<file path="config.mk">
export PLATFORM = sky130hd
export DESIGN_NAME = lsb_sink_ctrl
export DESIGN_NICKNAME = d
export VERILOG_FILES = /design/src/rtl/lsb_pkg.sv /design/src/rtl/lsb_blink_seq.sv /design/src/rtl/lsb_sink_ctrl.sv
export SDC_FILE = /design/constraint.sdc
export NUM_CORES = 1
export LEC_CHECK = 0
export ABC_AREA = 1
export ABC_CLOCK_PERIOD_IN_PS = 11240
export BUFFER_PORTS_ARGS = -buffer_cell sky130_fd_sc_hd__buf_2
export CAP_MARGIN = 40
export CORE_MARGIN = 2
export CORE_UTILIZATION = 30
export DETAILED_ROUTE_END_ITERATION = 16
export SLEW_MARGIN = 10
export SYNTH_ARGS = -nofsm -noshare
export SYNTH_HDL_FRONTEND = slang
export SYNTH_SLANG_ARGS = --single-unit
export TNS_END_PERCENT = 10
</file>
<file path="constraint.sdc">
create_clock -name clk -period 11.24 [get_ports clk]
set_clock_uncertainty 0.2 [all_clocks]
set_input_delay 2.248 -clock clk [delete_from_list [all_inputs] [get_ports clk]]
set_output_delay 2.248 -clock clk [all_outputs]
set_load 0.005 [all_outputs]
</file>
<file path="src/rtl/lsb_pkg.sv">
package lsb_pkg;
  localparam int SINK_COUNT = 7;
  localparam int CNT_W = 32;

  // register addresses
  localparam logic [7:0] ADDR_SINK_FADE_LAW_CTRL = 8'h0f;
  localparam logic [7:0] ADDR_SINK_ENABLE_CTRL = 8'h10;
  localparam logic [7:0] ADDR_SINK_BLINK_TIME_A = 8'h11;

  // field positions
  localparam int FADE_LAW_LSB = 0;
  localparam int FADE_LAW_W = 2;
  localparam int ENABLE_LSB = 0;
  localparam int ON_TIME_LSB = 6;
  localparam int SINK5_OFF_LSB = 0;
  localparam int SINK6_OFF_LSB = 2;
  localparam int SINK7_OFF_LSB = 4;
  localparam int FIRST_TIMED_SINK = 4;

  // reset values
  localparam logic [1:0] FADE_LAW_RESET = 2'h0;
  localparam logic [6:0] ENABLE_RESET = 7'h00;
  localparam logic [7:0] BLINK_TIME_RESET = 8'h00;

  // timing, clock 25 MHz
  localparam int CLK_HZ = 25_000_000;
  localparam int CYC_PER_MS = CLK_HZ / 1000;
  localparam int ON_MS_00 = 200;
  localparam int ON_MS_01 = 600;
  localparam int ON_MS_10 = 800;
  localparam int ON_MS_11 = 1200;
  localparam int OFF_MS_01 = 600;
  localparam int OFF_MS_10 = 1200;
  localparam int OFF_MS_11 = 1800;

  typedef enum logic [1:0] {
    LAW_LINEAR = 2'h0,
    LAW_SQUARE = 2'h1,
    LAW_CUBIC_10 = 2'h2,
    LAW_CUBIC_11 = 2'h3
  } lsb_law_t;

  typedef enum logic [2:0] {
    BLK_IDLE = 3'h1,
    BLK_ON = 3'h2,
    BLK_OFF = 3'h4
  } lsb_blink_state_t;

  function automatic logic [CNT_W-1:0] lsb_on_ms(input logic [1:0] code);
    unique case (code)
      2'h0: lsb_on_ms = CNT_W'(ON_MS_00);
      2'h1: lsb_on_ms = CNT_W'(ON_MS_01);
      2'h2: lsb_on_ms = CNT_W'(ON_MS_10);
      2'h3: lsb_on_ms = CNT_W'(ON_MS_11);
    endcase
  endfunction

  function automatic logic [CNT_W-1:0] lsb_off_ms(input logic [1:0] code);
    unique case (code)
      2'h0: lsb_off_ms = '0;
      2'h1: lsb_off_ms = CNT_W'(OFF_MS_01);
      2'h2: lsb_off_ms = CNT_W'(OFF_MS_10);
      2'h3: lsb_off_ms = CNT_W'(OFF_MS_11);
    endcase
  endfunction
endpackage

</file>
<file path="src/rtl/lsb_blink_seq.sv">
`timescale 1ns/1ps
module lsb_blink_seq
  import lsb_pkg::*;
(
  input wire logic clk,
  input wire logic rst,
  input wire logic sink_enable,
  input wire logic blink_off_en,
  input wire logic [CNT_W-1:0] on_cycles,
  input wire logic [CNT_W-1:0] off_cycles,
  output logic sink_on
);
  lsb_blink_state_t state;
  lsb_blink_state_t next_state;
  logic [CNT_W-1:0] cnt;
  logic [CNT_W-1:0] next_cnt;
  logic enable_q;

  always_comb begin
    next_state = state;
    next_cnt = cnt + CNT_W'(1);
    if (!sink_enable) begin
      next_state = BLK_IDLE;
      next_cnt = '0;
    end else if (!enable_q) begin
      // every sink of one write sees its rising edge on the same cycle
      next_state = BLK_ON;
      next_cnt = '0;
    end else begin
      unique case (state)
        BLK_IDLE: begin
          next_state = BLK_ON;
          next_cnt = '0;
        end
        BLK_ON: begin
          if (!blink_off_en) begin
            next_cnt = '0;
          end else if (cnt >= on_cycles - CNT_W'(1)) begin
            next_state = BLK_OFF;
            next_cnt = '0;
          end
        end
        BLK_OFF: begin
          if (!blink_off_en || cnt >= off_cycles - CNT_W'(1)) begin
            next_state = BLK_ON;
            next_cnt = '0;
          end
        end
      endcase
    end
  end

  always_ff @(posedge clk) begin
    if (rst) begin
      state <= BLK_IDLE;
      cnt <= '0;
      enable_q <= 1'b0;
      sink_on <= 1'b0;
    end else begin
      state <= next_state;
      cnt <= next_cnt;
      enable_q <= sink_enable;
      sink_on <= (next_state == BLK_ON);
    end
  end
endmodule // lsb_blink_seq

</file>
<file path="src/rtl/lsb_sink_ctrl.sv">
// Behaviour
// fade law bits 1:0, 7:2 reserved
// 00 linear DAC, 01 square; linear steps
// 10, 11 square DAC, two cubic profiles
// enable bit n drives sink n+1
// on time 0.2/0.6/0.8/1.2 s in 7:6
// timed sink stays on, then off
// off code 00 keeps sink on
// off period then on again, repeating
// off codes 0.6/1.2/1.8 s
// sink 7/6/5 off fields at 5:4/3:2/1:0
// sinks enabled together blink in step
// fade law register at 0x0f
// enable rise restarts timer, clear stops
`timescale 1ns/1ps
module lsb_sink_ctrl
  import lsb_pkg::*;
#(
  parameter int CYCLES_PER_MS = CYC_PER_MS
) (
  input wire logic clk,
  input wire logic rst,
  input wire logic reg_wr,
  input wire logic reg_rd,
  input wire logic [7:0] reg_addr,
  input wire logic [7:0] reg_wdata,
  output logic [7:0] reg_rdata,
  output logic [SINK_COUNT-1:0] sink_on,
  output logic [1:0] sink_fade_law,
  output logic fade_square_law,
  output logic fade_cubic_steps,
  output logic fade_cubic_profile
);
  logic [1:0] fade_law;
  logic [SINK_COUNT-1:0] sink_enable;
  logic [7:0] blink_time;
  logic [CNT_W-1:0] on_cycles;
  logic [1:0] off_code [SINK_COUNT];
  logic [SINK_COUNT-1:0] seq_on;
  logic [7:0] next_rdata;

  // register writes; reserved bits are not stored
  always_ff @(posedge clk) begin
    if (rst) begin
      fade_law <= FADE_LAW_RESET;
    end else if (reg_wr && reg_addr == ADDR_SINK_FADE_LAW_CTRL) begin
      fade_law <= reg_wdata[FADE_LAW_LSB +: FADE_LAW_W];
    end
  end

  always_ff @(posedge clk) begin
    if (rst) begin
      sink_enable <= ENABLE_RESET;
    end else if (reg_wr && reg_addr == ADDR_SINK_ENABLE_CTRL) begin
      // all bits land in one cycle so sinks of one write start together
      sink_enable <= reg_wdata[ENABLE_LSB +: SINK_COUNT];
    end
  end

  always_ff @(posedge clk) begin
    if (rst) begin
      blink_time <= BLINK_TIME_RESET;
    end else if (reg_wr && reg_addr == ADDR_SINK_BLINK_TIME_A) begin
      blink_time <= reg_wdata;
    end
  end

  // read path; reserved bits and unmapped addresses read zero
  always_comb begin
    next_rdata = 8'h00;
    if (reg_addr == ADDR_SINK_FADE_LAW_CTRL) begin
      next_rdata = {6'h00, fade_law};
    end else if (reg_addr == ADDR_SINK_ENABLE_CTRL) begin
      next_rdata = {1'b0, sink_enable};
    end else if (reg_addr == ADDR_SINK_BLINK_TIME_A) begin
      next_rdata = blink_time;
    end
  end

  always_ff @(posedge clk) begin
    if (rst) begin
      reg_rdata <= 8'h00;
    end else if (reg_rd) begin
      reg_rdata <= next_rdata;
    end
  end

  // fade law decode for the current DACs and step generator
  always_ff @(posedge clk) begin
    if (rst) begin
      sink_fade_law <= FADE_LAW_RESET;
      fade_square_law <= 1'b0;
      fade_cubic_steps <= 1'b0;
      fade_cubic_profile <= 1'b0;
    end else begin
      sink_fade_law <= fade_law;
      fade_square_law <= (fade_law != LAW_LINEAR);
      fade_cubic_steps <= (fade_law == LAW_CUBIC_10) || (fade_law == LAW_CUBIC_11);
      fade_cubic_profile <= (fade_law == LAW_CUBIC_11);
    end
  end

  // shared on time; a product in cycles, not a prescaled tick, keeps alignment exact
  always_comb begin
    on_cycles = CNT_W'(lsb_on_ms(blink_time[ON_TIME_LSB +: 2]) * CNT_W'(CYCLES_PER_MS));
  end

  genvar i;
  generate
    for (i = 0; i < SINK_COUNT; i++) begin : g_sink
      logic [CNT_W-1:0] off_cycles;
      // sinks 1 to 4 have their off times elsewhere; held at 00 here
      if (i == FIRST_TIMED_SINK) begin : g_s5
        assign off_code[i] = blink_time[SINK5_OFF_LSB +: 2];
      end else if (i == FIRST_TIMED_SINK + 1) begin : g_s6
        assign off_code[i] = blink_time[SINK6_OFF_LSB +: 2];
      end else if (i == FIRST_TIMED_SINK + 2) begin : g_s7
        assign off_code[i] = blink_time[SINK7_OFF_LSB +: 2];
      end else begin : g_fixed
        assign off_code[i] = 2'h0;
      end
      assign off_cycles = CNT_W'(lsb_off_ms(off_code[i]) * CNT_W'(CYCLES_PER_MS));
      lsb_blink_seq u_seq (
        .clk(clk),
        .rst(rst),
        .sink_enable(sink_enable[i]),
        .blink_off_en(off_code[i] != 2'h0),
        .on_cycles(on_cycles),
        .off_cycles(off_cycles),
        .sink_on(seq_on[i])
      );
    end
  endgenerate

  always_comb begin
    sink_on = seq_on;
  end
endmodule // lsb_sink_ctrl

</file>
==> results.py <==
metrics = {
    "worst_setup_path": {
        "setup.worst_path.class": "reg -> reg",
        "cp.depth": 26,
        "cpPeakStageDelay_ns": 0.77,
        "crit_fanout": 19,
        "startpoint": "blink_time[6]",
        "critPathCapture": "g_sink[4].u_seq.cnt[12]",
        "crit_top_cell": "nand2_1",
        "crit-reg2reg-capture": "g_sink[4].u_seq.cnt[12]",
        "path_buf_inv": 3,
        "regToRegStartpoint": "blink_time[6]",
        "cp-start-kind": "flip-flop",
        "reg2reg_slack_ns": 5.27,
        "cp_top_family": "adder cells",
        "end_kind": "flip-flop",
        "cpMaxStageDelayCell": "ha_1",
        "rr_worst_depth": 26,
        "worstPathRequired_ns": 11.43,
        "cp.arrival_ns": 6.16,
    },
    "synthesis": {
        "synth_cells": 1448,
        "avgSynthCellArea_um2": 7.56,
        "synth_seq_cells": 161,
        "yosysWarningCount": 0,
        "yosysUniqueCellTypes": 44,
        "netlist.area_leader.share": 0.294,
        "syn_area_mm2": 0.0109,
        "synthTopCellsByArea": "dfxtp_1 (29%), ha_1 (21%), nand2_1 (8.4%)",
        "synth_seq_area_share": 0.294,
        "synth_top_cell_by_area": "dfxtp_1",
    },
    "timing": {
        "timing.hold.ws_ns": 0.242,
        "rsz0062_at_grt": "false",
        "setup_viol": 0,
        "fin_crit_ns": 5.97,
        "setup_ws_ns": 5.27,
        "report.final.hold_viol_count": 0,
        "maxSlewViolCount": 0,
        "worst_slew_pin_slew_ns": 0.598,
        "setup_tns_ns": 0,
        "fin_crit_sh": 0.531,
        "relSlewSlack": 0.598,
        "fmax_ghz": 0.168,
    },
    "power_and_ir_drop": {
        "seq_power_share": 0.486,
        "power_frac_clock": 0.500,
        "p_comb_frac": 0.014,
        "ir_worst_vdd_mv": 0.0968,
        "switching_share": 0.238,
        "p_sw_uw": 279,
        "leakage_uw": 0.00517,
        "internal-power_uw": 896,
        "powerDensity_mw_per_mm2": 95.8,
    },
    "floorplan": {
        "coreArea_mm2": 0.0357,
        "initial_core_util": 0.306,
        "num_rows": 69,
        "fp.dieW_um": 195,
        "die_h_um": 195,
        "die-area_mm2": 0.0380,
        "ios": 40,
    },
    "clocking": {
        "htree_levels": 4,
        "clkSinkCount": 161,
        "cts_hold_buf": 0,
        "clock_path_buffers": 2,
        "cts_tree": "yes",
        "cts_buffers": 17,
        "root_buffer": "clkbuf_16",
        "cts_resized": 0,
        "post_cts_buffers": 0,
        "clk_pin_slew_worst_paths_ns": 0.08,
        "clk-insertion-delay-late_ns": 0.45,
    },
    "routing": {
        "drt_pass1_iterations": 7,
        "route.detailed.drc": 0,
        "vias_per_cell": 4.81,
        "routed_wl_um": 25900,
        "num_vias": 9459,
        "drtAntennaViolNets": 0,
        "drtIter0Drc": 536,
        "wl_per_cell_um": 13.1,
    },
    "placement": {
        "place_area_mm2": 0.0117,
        "port_buffers": 39,
        "pre_cts_ws_ns": 5.31,
        "hpwl_um": 20200,
        "gp_congestion": 0.833,
        "dp.cells": 1936,
    },
    "outcome": {
        "outcome": "finished, final reports clean",
    },
    "cells_and_area": {
        "layout.cells.non_filler": 1968,
        "syn2layout_area_growth_pct": 12.0,
        "diodes": 0,
        "finalInstanceArea_mm2": 0.0123,
        "nNetsFinal": 1701,
        "drive_gt1_frac": 0.0829,
        "n_fill_cell": 3824,
    },
    "grt": {
        "grt_pass1_wl_um": 44000,
        "grt_max_degree": 24,
        "antenna_found_initial": 1,
        "gr-usage-all-layers": 0.141,
        "gr-total-overflow": 0,
        "grt_pass1_vias": 9107,
    },
    "job": {
        "maxCapViolCount": 0,
    },
    "min_path": {
        "worstHoldPathType": "reg -> reg",
    },
}
-- routing by layer --
| metal | global-route usage | part of all wire | wire, µm | vias to the layer above |
|---|---|---|---|---|
| li1 | - | - | - | 4955 |
| met1 | 0.185 | 0.49 | 12800 | 4328 |
| met2 | 0.237 | 0.46 | 11800 | 148 |
| met3 | 0.0252 | 0.033 | 866 | 26 |
| met4 | 0.0396 | 0.014 | 358 | 2 |
| met5 | 0 | 0.00050 | 13 | - |
-- sequential cells by signal, summed over array words and instances, names as in the netlist --
register	cells
blink_time	8
fade_cubic_profile	1
fade_cubic_steps	1
fade_law	2
fade_square_law	1
g_sink.u_seq.cnt	96
g_sink.u_seq.enable_q	7
g_sink.u_seq.sink_on	7
g_sink.u_seq.state	21
reg_rdata	8
sink_enable	7
sink_fade_law	2
-- power by group through the flow --
| stage | clock (µW) | sequential [µW] | combinational, µW |
|---|---|---|---|
| floorplan | 0 | 584 | 8.97 |
| global route | 625 | 571 | 19.3 |
| detailed placement | 0 | 584 | 16.8 |
| finish | 587 | 571 | 17.0 |
| global placement | 0 | 584 | 16.4 |
| CTS | 601 | 571 | 16.8 |
-- stage by stage --
step / total power [µW] / utilization
floorplan: 593 / -
global placement: 601 / 0.325
detailed placement: 601 / 0.327
CTS: 1190 / 0.343
global route: 1220 / 0.343
finish: 1180 / 0.343
-- final cells by class --
type,count,area (µm²),area share
sequential,161,3220,0.263
inverter,165,619,0.0505
tap,461,577,0.0470
timing repair buffer,43,278,0.0226
clock inverter,13,143,0.0116
multi-input combinational,1106,6980,0.569
clock buffer,19,443,0.0361
-- cells in the final DEF, fill, tap and decap left out, types with 17 or more instances in the layout --
| cell type | Yosys | layout |
|---|---|---|
| nand3_1 | 55 | 55 |
| nand4_1 | 33 | 33 |
| dfxtp_1 | 161 | 161 |
| o21ai_0 | 59 | 59 |
| a21oi_1 | 129 | 129 |
| nand2_1 | 246 | 246 |
| nor2_1 | 156 | 156 |
| xnor2_1 | 21 | 21 |
| nor3_1 | 53 | 53 |
| clkbuf_16 | 0 | 17 |
| buf_2 | 6 | 39 |
| ha_1 | 187 | 187 |
| inv_1 | 164 | 164 |
| nor2_2 | 32 | 32 |
| xor2_1 | 48 | 48 |
-- cells by family after synthesis --
logic type / count (synthesis) / synth area share
other: 1 / 0.000343
AND/OR/NAND/NOR: 613 / 0.251
XOR/XNOR: 70 / 0.0567
buffers and inverters: 189 / 0.0706
flip-flops: 161 / 0.294
adder cells (fa/ha/maj): 187 / 0.214
AO/OA/AOI/OAI: 227 / 0.113
-- cell usage after synthesis, drive strengths merged --
cell type	count
inv	165
a31o	1
nor4	16
o31ai	2
nor3	60
xnor2	21
buf	17
ha	187
o21a	5
nand4	33
o2111ai	5
nor2	188
nor3b	6
o22ai	2
nand2	249
nand3b	1
a21o	1
and3	2
a31oi	2
a21oi	129
conb	1
o211ai	9
o21bai	1
a221oi	1
clkbuf	7
o221ai	5
or2	3
o21ai	62
a41oi	2
dfxtp	161
xor2	49
nand3	55
-- worst reg2reg max path, stage by stage, from the launching register on --
cell     delay [ns]
dfxtp_1        0.49
inv_1          0.32
ha_1           0.77
inv_1          0.46
o21ai_0        0.34
nor2_1         0.06
nand2_1        0.06
a21oi_1        0.06
ha_1           0.35
a21o_1         0.20
o31ai_1        0.06
nand2_1        0.09
xor2_1         0.20
xor2_1         0.36
ha_1           0.30
nand2_1        0.08
o21ai_0        0.08
a21oi_1        0.15
nand2_1        0.07
nand2_1        0.05
nand2_1        0.04
nand2_1        0.12
nand2_1        0.10
o21ai_0        0.15
nand2_1        0.34
buf_16         0.30
nor2_1         0.09
-- worst min path at each step --
stage | from | to | slack [ns] | cells after the start
CTS | g_sink[5].u_seq.enable_q | g_sink[5].u_seq.state[2] | 0.24 | 2
finish | g_sink[5].u_seq.enable_q | g_sink[5].u_seq.state[2] | 0.24 | 2
global route | g_sink[5].u_seq.cnt[0] | g_sink[5].u_seq.cnt[0] | 0.27 | 1
floorplan | g_sink[4].u_seq.cnt[0] | g_sink[4].u_seq.cnt[0] | 0.21 | 1
detailed placement | g_sink[4].u_seq.cnt[0] | g_sink[4].u_seq.cnt[0] | 0.24 | 1
global placement | g_sink[4].u_seq.cnt[0] | g_sink[4].u_seq.cnt[0] | 0.22 | 1
(Power assumes the default switching activity.)
